--- src/common/arf_pkg.sv ---
package arf_pkg;
  localparam int RES_W = 10;
  localparam logic [15:0] SIG_ADDR_TEMP_GAIN = 16'h0007;
  localparam logic [15:0] SIG_ADDR_TEMP_OFFSET = 16'h0005;
  localparam logic [1:0] REF_SEL_INT_1V1 = 2'h1;
  localparam logic [1:0] REF_SEL_INT_2V56 = 2'h3;
  localparam logic [9:0] CODE_ZERO = 10'h000;
  localparam logic [9:0] CODE_MAX = 10'h3ff;
  localparam logic [9:0] BIP_MIN = 10'h200;
  localparam logic [9:0] BIP_MAX = 10'h1ff;
  localparam int SIGN_POS = 9;
  localparam logic [4:0] DIFF_MIN_CODE = 5'h10;
  localparam logic [4:0] TEMP_SENSOR_CODE = 5'h0b;
  localparam logic [5:0] PAD6 = 6'h00;

  // Raw conversion from the analog core: signed difference, 11 bits
  typedef struct packed {
    logic done;
    logic [10:0] value;
  } arf_conv_type;

  // Presented result byte pair
  typedef struct packed {
    logic [7:0] high;
    logic [7:0] low;
  } arf_result_type;

  typedef enum logic [1:0] {
    ARF_SINGLE,
    ARF_UNIPOLAR,
    ARF_BIPOLAR
  } arf_mode_type;
endpackage

--- src/logic/arf_format.sv ---
`timescale 1ns/1ns
module arf_format
  import arf_pkg::*;
#(
  parameter logic [7:0] TEMP_GAIN_VALUE = 8'h80,  // Arbitrary factory value
  parameter logic [7:0] TEMP_OFFSET_VALUE = 8'h00 // Arbitrary factory value
) (
  input wire logic clk_sys,                  // 250 MHz system clock
  input wire logic rst,                      // Synchronous reset, high
  input wire arf_conv_type conv_in,          // Core result and done pulse
  input wire logic [4:0] channel_select_field, // Channel and gain code
  input wire logic bipolar_mode_select,      // One selects bipolar mode on differential codes
  input wire logic left_adjust_bit,          // One left-justifies result
  input wire logic ref_select_hi,            // Reference select bit 1
  input wire logic ref_select_lo,            // Reference select bit 0
  input wire logic ref_output_enable,        // Reference pin output enable
  input wire logic conv_enable,              // Converter switched on
  input wire logic sig_read_req,             // Signature read strobe
  input wire logic [15:0] sig_addr,          // Signature row address
  output arf_result_type result,             // Result byte pair
  output logic conv_done_flag,               // Sticky completion flag
  input wire logic conv_done_clear,          // Clears completion flag
  output logic result_sign_bit,              // Polarity in bipolar mode
  output logic [7:0] sig_data,               // Signature byte read back
  output logic sig_valid,                    // Signature data valid pulse
  output logic ref_out_1v1,                  // Drive 1.1V on reference pin
  output logic ref_out_2v56,                 // Drive 2.56V on reference pin
  output logic ref_output_pin_oe             // Reference pin is driven
);

  ////////////////////////////////////////////////////////////////////////
  // Captured formatted code; left adjust acts on this live, so it can change
  // the presented bytes without waiting for a new conversion.
  // Mode inputs are read live at the completion edge; software that moves
  // them during a conversion gets the new view of the old sample.
  // The core value is only meaningful in the cycle done is high, so the
  // hold path below never looks at it otherwise.
  // Limitation: gain is applied in the analog core; this block only sees
  // the already scaled difference and formats it.
  // Reset gives an all-zero pair and a clear flag, as after power-up.
  logic [9:0] code;
  logic [9:0] next_code;
  logic done_flag;
  logic next_done_flag;
  arf_mode_type mode;

  // Mode decode from channel code and bipolar bit. Codes below the first
  // differential pair are single ended and ignore the bipolar bit;
  // differential pairs stay unipolar until software asks otherwise.
  always_comb begin
    if (channel_select_field < DIFF_MIN_CODE) begin
      mode = ARF_SINGLE;
    end else if (bipolar_mode_select) begin
      mode = ARF_BIPOLAR;
    end else begin
      mode = ARF_UNIPOLAR;
    end
  end

  // Format a completed conversion; hold otherwise
  always_comb begin
    next_code = code;
    if (conv_in.done) begin
      case (mode)
        ARF_SINGLE: begin
          // Top bit set means below ground; clamp to the bottom code
          if (conv_in.value[10]) begin
            next_code = CODE_ZERO;
          end else begin
            next_code = conv_in.value[9:0];
          end
        end
        ARF_UNIPOLAR: begin
          // Negative difference saturates to zero; gain is the core's job
          if (conv_in.value[10]) begin
            next_code = CODE_ZERO;
          end else begin
            next_code = conv_in.value[9:0];
          end
        end
        ARF_BIPOLAR: begin
          // Halve scale to 512 and saturate into 10-bit two's complement
          // Dropping the low bit trades one step of resolution for sign
          if ($signed(conv_in.value[10:1]) > $signed(BIP_MAX)) begin
            next_code = BIP_MAX;
          end else begin
            next_code = conv_in.value[10:1];
          end
        end
        default: begin
          next_code = code;
        end
      endcase
    end
  end

  // Done flag: a new completion beats a clear in the same cycle, so a
  // result that lands while software clears the old one is never lost.
  // The flag is sticky until software or reset clears it; nothing else drops it.
  always_comb begin
    next_done_flag = done_flag;
    if (conv_done_clear) begin
      next_done_flag = 1'b0;
    end
    if (conv_in.done) begin
      next_done_flag = 1'b1;
    end
  end

  // Code and flag state registers
  always_ff @(posedge clk_sys) begin
    if (rst) begin
      code <= CODE_ZERO;
      done_flag <= 1'b0;
    end else begin
      code <= next_code;
      done_flag <= next_done_flag;
    end
  end

  ////////////////////////////////////////////////////////////////////////
  // Output registers for result pair and sign. They are fed from the
  // next code, not the stored one, so the pair is already valid in the
  // cycle the done flag first reads high; a second register stage would
  // let software read a stale pair right after the flag rises.
  arf_result_type next_result;
  logic next_sign;
  always_comb begin
    if (left_adjust_bit) begin
      next_result = {next_code, PAD6};
    end else begin
      next_result = {PAD6, next_code};
    end
    // Polarity only means something in bipolar mode; elsewhere it reads 0
    next_sign = (mode == ARF_BIPOLAR) && next_code[SIGN_POS];
  end

  // Result, sign and flag flops; flag and pair move on the same edge
  always_ff @(posedge clk_sys) begin
    if (rst) begin
      result <= '0;
      result_sign_bit <= 1'b0;
      conv_done_flag <= 1'b0;
    end else begin
      result <= next_result;
      result_sign_bit <= next_sign;
      conv_done_flag <= next_done_flag;
    end
  end

  ////////////////////////////////////////////////////////////////////////
  // Signature row: calibration bytes, zero for other addresses. Only the
  // two temperature bytes are modelled; the rest of the row reads zero.
  logic [7:0] next_sig_data;
  logic next_sig_valid;
  always_comb begin
    next_sig_data = sig_data;
    next_sig_valid = sig_read_req; // One-cycle answer per strobe
    if (sig_read_req) begin
      if (sig_addr == SIG_ADDR_TEMP_GAIN) begin
        next_sig_data = TEMP_GAIN_VALUE;
      end else if (sig_addr == SIG_ADDR_TEMP_OFFSET) begin
        next_sig_data = TEMP_OFFSET_VALUE;
      end else begin
        next_sig_data = 8'h00;
      end
    end
  end

  // Signature flops; data holds between reads so a slow reader still
  // finds it, while valid marks the single answering cycle
  always_ff @(posedge clk_sys) begin
    if (rst) begin
      sig_data <= 8'h00;
      sig_valid <= 1'b0;
    end else begin
      sig_data <= next_sig_data;
      sig_valid <= next_sig_valid;
    end
  end

  ////////////////////////////////////////////////////////////////////////
  // Reference output pin; other selections leave the pin undriven.
  // The pin only carries a level; the analog buffer behind it takes the
  // two drive selects and the enable straight from these flops.
  logic next_1v1;
  logic next_2v56;
  logic next_oe;
  always_comb begin
    next_1v1 = 1'b0;
    next_2v56 = 1'b0;
    if (ref_output_enable && conv_enable) begin
      case ({ref_select_hi, ref_select_lo})
        REF_SEL_INT_1V1: begin
          next_1v1 = 1'b1;
        end
        REF_SEL_INT_2V56: begin
          next_2v56 = 1'b1;
        end
        default: begin
          // Supply or external reference: nothing internal to show
          next_1v1 = 1'b0;
        end
      endcase
    end
    // Enable low or converter off keeps the pin free for other uses
    next_oe = next_1v1 || next_2v56;
  end

  // Reference pin flops
  always_ff @(posedge clk_sys) begin
    if (rst) begin
      ref_out_1v1 <= 1'b0;
      ref_out_2v56 <= 1'b0;
      ref_output_pin_oe <= 1'b0;
    end else begin
      ref_out_1v1 <= next_1v1;
      ref_out_2v56 <= next_2v56;
      ref_output_pin_oe <= next_oe;
    end
  end

endmodule

--- config.mk ---
export PLATFORM = sky130hd
export DESIGN_NAME = arf_format
export DESIGN_NICKNAME = d
export VERILOG_FILES = /design/src/common/arf_pkg.sv /design/src/logic/arf_format.sv
export SDC_FILE = /design/constraint.sdc
export NUM_CORES = 1
export LEC_CHECK = 0
export BUFFER_PORTS_ARGS = -buffer_cell sky130_fd_sc_hd__buf_2
export CORE_MARGIN = 1
export CORE_UTILIZATION = 30
export DETAILED_ROUTE_END_ITERATION = 12
export HOLD_SLACK_MARGIN = 0.02
export PLACE_DENSITY_LB_ADDON = 0.1
export RECOVER_POWER = 100
export SLEW_MARGIN = 20
export SYNTH_ARGS = -nofsm -noshare
export SYNTH_HDL_FRONTEND = slang
export SYNTH_SLANG_ARGS = --single-unit
--- constraint.sdc ---
create_clock -name clk_sys -period 3.04 [get_ports clk_sys]
set_input_delay 0.608 -clock clk_sys [delete_from_list [all_inputs] [get_ports clk_sys]]
set_output_delay 0.608 -clock clk_sys [all_outputs]
set_load 0.01 [all_outputs]
======== Yosys cells after proc, flatten, opt, wreduce, memory -nomap -nowiden ========
Index checks and enable logic that the tools add are counted.
storage, ports and cells
  register bits after elaboration ......... 40
  bits in latches ......................... 0
  memory bits (writable) .................. 0
  bits in read-only memories .............. 0
  output and inout bits ................... 30
  word-level logic and storage cells ...... 42
  memories kept ........................... 0
operators by class
  add/sub/neg operators ................... 0
  multiply operators ...................... 0
  divide/modulo/power cells ............... 0
  magnitude comparators ................... 2
  equal/unequal tests ..................... 5
  shift operators ......................... 0
  multiplexer cells ....................... 14
  bitwise gates (word level) .............. 1
  reduce and logical (&&, ||, !) cells .... 8
operators by type and width
  cell                                                   number
  two-way mux 10 bit                                     4
  case mux 10 bit (2 select lines)                       1
  equality test 16 x 3 -> 1 bit (second input constant)  1
  > comparator 10 bit (second input constant)            1
  two-way mux 8 bit                                      1
  two-way mux 1 bit                                      6
  OR reduction 2 bit                                     3
  < comparator 5 bit (second input constant)             1
  equality test 2 x 1 -> 1 bit (second input constant)   2
  equality test 2 bit (second input constant)            2
  two-way mux 2 bit                                      2
  logical AND 1 bit                                      2
  logical NOT 2 bit                                      1
  nonzero test 2 bit                                     1
  logical OR 1 bit                                       1
  NOT 1 bit                                              1

======== Logic depth before layout (Yosys ltp) ========
Gate-level depths: netlist of run 1.
  depth after elaboration ................. 7
  gate-level depth with buffers ........... 5

======== Least setup slack after synthesis of run 1 ========
No wires, ideal clock.
  path kind ............................... in2reg
  from .................................... input port bipolar_mode_select
  to ...................................... register result[7] (netlist name)
  setup time .............................. 0.136 ns
  arrival time ............................ 1.383 ns
  required time ........................... 2.904 ns
  setup slack ............................. 1.520 ns
  stages on the path ...................... 5
  buffers on the path ..................... 1
  path through ............................ and2_4 -> buf_6 -> and3_2 -> a221oi_2 -> o22ai_1
between the ends
  longest elaborated chain between the ends .. 7
  elaborated cells on any way between the ends .. 9
  classes of those cells .................. eq/ne (2); mux (5); reduce/logical (2)
RTL lines
  element                                                                   RTL line           source
  from (decl)                                                               arf_format.sv:12   input wire logic bipolar_mode_select,
  two-way mux 2 bit *                                                       arf_format.sv:53   end else if (bipolar_mode_select) begin
  two-way mux 2 bit *                                                       arf_format.sv:51   if (channel_select_field < DIFF_MIN_CODE) begin
  equality test 2 x 1 -> 1 bit / logical NOT 2 bit (equally long branches)  arf_format.sv:64   case (mode)
  OR reduction 2 bit (no source line)                                       --
  case mux 10 bit (2 select lines) *                                        arf_format.sv:64
  two-way mux 10 bit *                                                      arf_format.sv:63   if (conv_in.done) begin
  two-way mux 10 bit *                                                      arf_format.sv:129  if (left_adjust_bit) begin
  to (signal assigned)                                                      arf_format.sv:145  result <= next_result;
  to (decl)                                                                 arf_format.sv:20   output arf_result_type result,
Every way passes the cells marked *; elsewhere a longest branch is shown, timed or not.
A chain may end at the register's enable or synchronous reset.

======== Worst setup path in the final report of run 1 ========
  from .................................... input port bipolar_mode_select
  to ...................................... register result[8] (netlist name)
The elaborated chain is that of the path after synthesis.

==> results.toml, run 1 <==
[clock_tree]
cts_resized = 0
clk_latency_ps = 280
cts_hold_buf = 0
numCtsBuffers = 5
clkSlewWorstSetupHoldPaths_ps = 60
clkSinkCount = 33
cts_buffer_depth = 2
cts_tree = "yes"
cts-htree-levels = 2
root_buffer = "clkbuf_8"
cts_setup_buffers = 0

[synth]
synthTopCellsByArea = "dfxtp_1, nor2_1, buf_4, a221oi_2, buf_6"
async_reset_ff_share_pct = 0
yosys-top-cells-count = "dfxtp_1, nor2_1, buf_4"
ys_warn_count = 0
synth-edff-count = 0
syn_avg_cell_area_um2 = 10.2
synth_top_cell_by_area = "dfxtp_1"
synthFlopType = "dfxtp_1"
synth_top_area_share_pct = 54.7
synthCells = 119
synth_cell_types = 34
ys_seq_elements = 33
ys_seq_area_share_pct = 54.7
syn_area_um2 = 1210
yosysMostFrequentCell = "dfxtp_1"

[global_routing]
grt_pass1_vias = 979
antenna_found_initial = 0
grtUsageTotal_pct = 14.0
overflow = 0
grt_max_degree = 18
grt_pass1_wl_mm = 4.39

[timing]
hold_slack_ps = 472
finClkSkew_ps = 4.14
tightestPinTransition_ps = 814
rsz0062_at_grt = "no"
setup_viol_count_final = 0
worst_slack_ps = 1000
fin_crit_ps = 2040
setup-tns-final_ps = 0
max-slew-margin-rel_pct = 45.3
finalCritPeriodShare_pct = 66.9
slew_violations = 0
timing_hold_violations_final = 0
fmax_mhz = 491

[setup_path]
r2r-start = "code[6]"
crit_slowest_cell = "nor3_1"
cp-start-kind = "input pin"
rr_worst_depth = 2
cpPeakStageDelay_ps = 700
worstPathCellList = "buf_2, and2_0, nor3_1, a221oi_1, o22ai_1"
r2r_setup_slack_ps = 1930
crit_arrival_ps = 2230
rr_endpoint = "result[6]"
cp_max_fo = 11
path_buf_inv = 1
cp-end-kind = "flop"
critical_path_class = "in2reg"
critPathTopFamily = "simple AND/OR/NAND/NOR gates"
worstPathRequired_ps = 3240

[pwr]
peakVddDrop_mv = 0.200
p_total_uw = 870
p_leak_uw = 0.000660
power_density_nw_per_um2 = 573

[placement]
portBuffers = 61
globalplace.congestion = 0.742
place_inst = 221
dp_hpwl_mm = 2.00
dpl_worst_slack_ps = 1170

[routing]
wl_met1_mm = 1.22
routed-wl-met2_mm = 1.29
drc = 0
drtIter0Drc = 67
ant_nets = 0
wl_per_cell_um = 12.0
vias_per_cell = 4.60
met3_length_um = 219
dr.pass1.iters = 4
num_vias = 1049
top_layer = "met4"
wirelength_mm = 2.73

[cells_and_area]
stdcell_count = 228
fin_nets = 223
synthToLayoutAreaGrowth_pct = 25.5
drive_gt1_share_pct = 25.0
num_antenna_cells = 0

[hold_path]
hp-start = "conv_done_flag"
whs_path_depth = 2
hold_path.class = "reg2reg"
worstHoldEndpoint = "conv_done_flag"

[die]
start_util_pct = 32.1
num_rows = 22
die_h_um = 65.5
die_area_um2 = 4290
ioPinCount = 73
die_w_um = 65.5
core_um2 = 3770

[job]
max_cap_viol_count = 0

[run_status]
status = "finished, final reports clean"
## state kept, by name, summed over array words and instances, names as in the netlist
name               cells
result_sign_bit        1
ref_out_2v56           1
ref_out_1v1            1
sig_data               1
ref_output_pin_oe      1
sig_valid              1
conv_done_flag         1
code                  10
result                16
## placed cells by master (no fill, tap or decap), types with 2 or more instances in the layout
master / Yosys / layout
and2_1: 2 / 2
nor2_1: 25 / 25
a221oi_1: 1 / 4
nor4_1: 2 / 2
nand2_1: 2 / 2
nand3_1: 2 / 2
nor2b_1: 2 / 2
o21ai_0: 2 / 2
o22ai_1: 4 / 4
buf_2: 0 / 36
clkbuf_1: 1 / 26
nor3_1: 2 / 3
and3_1: 4 / 4
a222oi_1: 3 / 3
nand2b_1: 2 / 2
clkbuf_8: 0 / 6
dfxtp_1: 33 / 33
conb_1: 1 / 7
inv_1: 2 / 2
## layout make-up
cell class / instances / area [um^2]
fill: 400 / 2250
inverter: 3 / 11.3
multi-input combinational: 76 / 424
sequential: 33 / 661
tap: 48 / 60.1
clock buffer: 7 / 86.3
timing repair buffer: 61 / 274
## metrics by stage
stage / util [%] / instance area, um^2
after detailed placement: 39.7 / 1500
after CTS: 42.0 / 1590
after global placement: 39.7 / 1500
after floorplan: - / 1230
after global routing: 40.2 / 1520
final: 40.2 / 1520
## worst reg2reg max path, cell delays in order (launching register included)
cell      delay, ps
dfxtp_1         300
a222oi_1        500
o22ai_1         170
## layer usage
metal  global-route usage (%)  vias to the layer above
li1                         -                      524
met2                     22.9                       48
met4                     4.89                        0
met1                     16.3                      473
met3                     6.08                        4
met5                        0                        -
## logic make-up after synthesis
group	count (synthesis)	share of synthesized area, %
compound gates	18	13.6
buf+inv	16	9.01
flops	33	54.7
other cells	1	0.310
simple gates	51	22.5
## worst max-delay path by stage
stage	startpoint	endpoint	depth (start not counted)	slack [ps]
finish	bipolar_mode_select	result[8]	5	1000
global route	channel_select_field[4]	result[8]	5	810
CTS	conv_in[11]	result[7]	5	1450
detailed placement	conv_in[11]	result[6]	5	1170
global placement	conv_in[11]	result[8]	5	1190
floorplan	bipolar_mode_select	result[7]	5	1520
## power by group
group / switching (uW) / total (uW) / internal (uW) / leakage (uW)
Clock: 142 / 321 / 179 / 0.0000443
Sequential: 4.51 / 455 / 451 / 0.000270
Combinational: 55.1 / 93.2 / 38.1 / 0.000346
(Power assumes the default switching activity.)
==> inputs of run 2 (changes only) <==
Settings changed: ABC_AREA set to 1.
Clock period 3.04 ns to 1.7 ns, I/O delays scaled along.
==> results.toml, run 2 <==
[run_status]
status = "finished, violations left"
violations = "DRC"

[die]
die_w_um = 71.4
ioPinCount = 73
num_rows = 24
die_area_um2 = 5090
start_util_pct = 32.3
core_um2 = 4470
die_h_um = 71.4

[pwr]
power_density_nw_per_um2 = 951
p_leak_uw = 0.000861
peakVddDrop_mv = 0.387

[routing]
num_vias = 1213
wl_per_cell_um = 10.5
ant_nets = 0
drtIter0Drc = 43
drc = 3
dr.pass1.iters = 8
vias_per_cell = 4.21
wirelength_mm = 3.02

[synth]
synth_top_area_share_pct = 45.8
synthTopCellsByArea = "dfxtp_1, nand3_2, nor2_1, nand2_1, nand2_2"
synthAdderAreaFrac_pct = 0
yosysMostFrequentCell = "dfxtp_1"
synth_xor_area_share_pct = 0
synthMuxAreaShare_pct = 0
synth_top_cell_by_area = "dfxtp_1"
syn_area_um2 = 1440
ys_seq_elements = 33
synth_top_family_by_area = "simple AND/OR/NAND/NOR gates"
synthCells = 172
synth_compound_area_share_pct = 3.55
synth_cell_types = 20
yosys-top-cells-count = "dfxtp_1, nor2_1, nand2_1"
synthFlopType = "dfxtp_1"
syn_avg_cell_area_um2 = 8.39
ys_warn_count = 0
synth_simple_gate_area_share_pct = 38.9
ys_seq_area_share_pct = 45.8
async_reset_ff_share_pct = 0
synth-edff-count = 0

[setup_path]
rr_endpoint = "code[7]"
cp-startpoint = "bipolar_mode_select"
r2r_setup_slack_ps = 920
endpoint = "code[6]"
worstPathRequired_ps = 1850
cp_max_fo = 10
rr_worst_depth = 3
r2r-start = "code[7]"
crit_arrival_ps = 1390
critical_path_class = "in2reg"
cp-end-kind = "flop"
cp-start-kind = "input pin"

[clock_tree]
cts_hold_buf = 0
cts_tree = "yes"
clk_latency_ps = 280
cts-htree-levels = 2
cts_resized = 0
root_buffer = "clkbuf_8"
cts_buffer_depth = 2
clkSlewWorstSetupHoldPaths_ps = 60
cts_setup_buffers = 0
clkSinkCount = 33
numCtsBuffers = 5

[cells_and_area]
regMostFlops = "result"
num_antenna_cells = 0
synthToLayoutAreaGrowth_pct = 23.0
final_cell_mix = "buf_2, nand2_1, dfxtp_1"
seq_area_um2 = 661
multi_input_area_um2 = 617
drive_gt1_share_pct = 28.4
fin_nets = 278
top_regs = "result: 16 flops, code: 10 flops"
fillers = 481
largest_register_ffs = 16
final_common_cell = "buf_2"

[global_routing]
antenna_found_initial = 0
grt_pass1_wl_mm = 4.70
grt_max_degree = 20
overflow = 0
grt_pass1_vias = 1102
grtUsageTotal_pct = 12.4

[timing]
timing_hold_violations_final = 0
tightestPinTransition_ps = 685
slew_violations = 0
fin_crit_ps = 1240
worst_slack_ps = 455
hold_slack_ps = 232
max-slew-margin-rel_pct = 54.3
setup_viol_count_final = 0
fmax_mhz = 803
rsz0062_at_grt = "no"
finalCritPeriodShare_pct = 73.2
finClkSkew_ps = 3.44
setup-tns-final_ps = 0

[job]
max_cap_viol_count = 0

[placement]
globalplace.congestion = 0.680
portBuffers = 61
dpl_worst_slack_ps = 317
dp_hpwl_mm = 2.31

[hold_path]
hold_path.class = "in2reg"
run 2: cell types whose count changed in the layout (fill, tap and decap cells not counted), moves of 3 or more:
cell,delta
a21oi_1,+4
a221oi_1,-4
a222oi_1,-3
and3_1,-4
inv_1,+10
nand2_1,+34
nand3_1,+9
nand3_2,+14
nor2_1,+6
o22ai_1,-4
or2_1,+7
run 2: per-stage QoR:
stage / std cells / total power (uW) / utilization (%) / instance area, um^2
floorplan: 178 / 1010 / - / 1470
global placement: 280 / 1090 / 38.6 / 1730
detailed placement: 280 / 1090 / 38.6 / 1730
CTS: 288 / 1740 / 40.9 / 1830
global route: 288 / 1780 / 39.7 / 1780
finish: 288 / 1690 / 39.7 / 1780
run 2: worst min path at each step:
stage	startpoint	endpoint	cells after the start
5_1_grt	ref_select_hi	ref_out_1v1	2
4_1_cts	ref_select_hi	ref_out_1v1	2
3_5_place_dp	conv_done_flag	conv_done_flag	2
3_3_place_gp	conv_done_flag	conv_done_flag	2
2_1_floorplan	left_adjust_bit	result[4]	1
6_report	ref_select_hi	ref_out_1v1	2
run 2: worst max-delay path, stage by stage:
cell     delay (ps)
buf_2           100
nand2_1         310
inv_1           240
nand2_1         110
nand3_1         130
nand2_1         120
nor2_1           40
run 2: layout make-up:
cell class	instances	share of cell area (%)
multi-input combinational	120	34.7
inverter	13	2.75
sequential	33	37.2
tap	52	3.66
clock inverter	1	0.282
timing repair buffer	62	15.9
clock buffer	7	5.43
run 2: cell families (layout without fill, tap and decap cells):
kind of cell           count (synthesis)  count (layout)
AND/OR/NAND/NOR                      106             106
flip-flops                            33              33
buffers and inverters                 25              83
AO/OA/AOI/OAI                          7               7
other                                  1               7
run 2: report_power, final:
group,internal [uW],switching (uW)
clock,365,268
sequential,814,9.15
combinational,89.8,142
total,1270,420
run 2: per-layer routing:
| layer | share of wire [%] | global-route usage, % |
|---|---|---|
| met4 | 1.3 | 4.00 |
| met3 | 8.9 | 6.47 |
| met1 | 41 | 13.3 |
| met5 | 0 | 0 |
| met2 | 49 | 21.1 |
==> inputs of run 3 (changes only) <==
Clock period 1.7 ns to 1.1 ns, I/O delays scaled along.
==> results.toml, run 3 (synthesized netlist as in run 2, its figures left out) <==
[clock_tree]
cts_tree = "yes"
cts_resized = 0
root_buffer = "clkbuf_8"
cts_setup_buffers = 0
clkSinkCount = 33
cts_buffer_depth = 2
numCtsBuffers = 5
clkSlewWorstSetupHoldPaths_ps = 70
cts_hold_buf = 0
cts-htree-levels = 2
clk_latency_ps = 280

[run_status]
status = "finished, violations left"
violations = "DRC"

[routing]
wirelength_mm = 3.00
dr.pass1.iters = 8
vias_per_cell = 4.15
drtIter0Drc = 26
wl_per_cell_um = 10.1
drc = 3
num_vias = 1233
ant_nets = 0

[cells_and_area]
fillers = 491
top_regs = "result: 16 flops, code: 10 flops"
final_cell_mix = "buf_2, nand2_1, dfxtp_1"
fin_area_um2 = 1780
largest_register_ffs = 16
final_common_cell = "buf_2"
num_antenna_cells = 0
drive_gt1_share_pct = 28.6
regMostFlops = "result"
fin_nets = 287
synthToLayoutAreaGrowth_pct = 23.3

[die]
ioPinCount = 73
die_h_um = 71.4
die_w_um = 71.4
die_area_um2 = 5090
core_um2 = 4470
start_util_pct = 32.3
num_rows = 24

[placement]
placed_area_um2 = 1790
dp_hpwl_mm = 2.37
globalplace.congestion = 0.676
portBuffers = 61

[hold_path]
hold_path.class = "in2reg"

[global_routing]
grt_pass1_wl_mm = 4.84
overflow = 0
antenna_found_initial = 0
grtUsageTotal_pct = 12.9
grt_pass1_vias = 1119
grt_max_degree = 17

[setup_path]
cp_max_fo = 1
critPathTopFamily = "flip-flops"
crit_arrival_ps = 760
worstPathCellList = "clkbuf_1"
critical_path_class = "reg2out"
cp-end-kind = "primary output"
crit_slowest_cell = "dfxtp_1"
path_buf_inv = 1
cpPeakStageDelay_ps = 330
worstPathRequired_ps = 880
cp-start-kind = "flop"

[timing]
finalCritPeriodShare_pct = 88.7
slew_violations = 0
fmax_mhz = 1020
setup-tns-final_ps = 0
finClkSkew_ps = 2.90
setup_viol_count_final = 0
timing_hold_violations_final = 0
rsz0062_at_grt = "no"
fin_crit_ps = 976

[pwr]
p_total_uw = 2520
p_leak_uw = 0.000867
peakVddDrop_mv = 0.622
power_density_nw_per_um2 = 1410

[job]
max_cap_viol_count = 0
## run 3: worst paths after layout
kind         depth (start not counted)  slack, ps              to           start
max reg2reg                          3        330       result[8]         code[2]
min reg2reg                          2        460  conv_done_flag  conv_done_flag
max                                  1        120      result[11]      result[11]
min                                  2        110     ref_out_1v1   ref_select_hi
## run 3: power by group
part / switching [uW] / internal (uW) / leakage, uW / total, uW
Combinational: 216 / 152 / 0.000552 / 369
Sequential: 14.6 / 1260 / 0.000271 / 1270
Clock: 439 / 436 / 0.0000439 / 875
## run 3: cell type report
class                      count  area [um^2]  area share (%)
sequential                    33          661            37.1
multi-input combinational    120          573            32.2
timing repair buffer          71          347            19.5
clock buffer                   5         68.8            3.87
tap                           52         65.1            3.65
inverter                      13         48.8            2.74
clock inverter                 3         17.5           0.984
## run 3: per-stage QoR
step                hold WS [ps]  instances  util [%]  setup slack (ps)
floorplan                    292        178         -               276
global placement             403        289      40.1              35.2
detailed placement           409        289      40.1              46.8
CTS                          103        297      42.0               127
global route                 104        297      39.8              66.4
finish                       111        297      39.8               124
## run 3: metal layers
layer / global-route usage (%) / wire length, um / vias to the layer above / share of wire [%]
li1: - / - / 667 / -
met1: 15.3 / 1320 / 505 / 44
met2: 20.5 / 1370 / 53 / 46
met3: 4.92 / 256 / 8 / 8.5
met4: 6.00 / 52 / 0 / 1.7
met5: 0 / 0 / - / 0
## run 3: worst register-to-register path, stage by stage (launching register included)
cell	delay, ps
dfxtp_1	300
or2_1	220
nand3_1	100
nand2_1	50
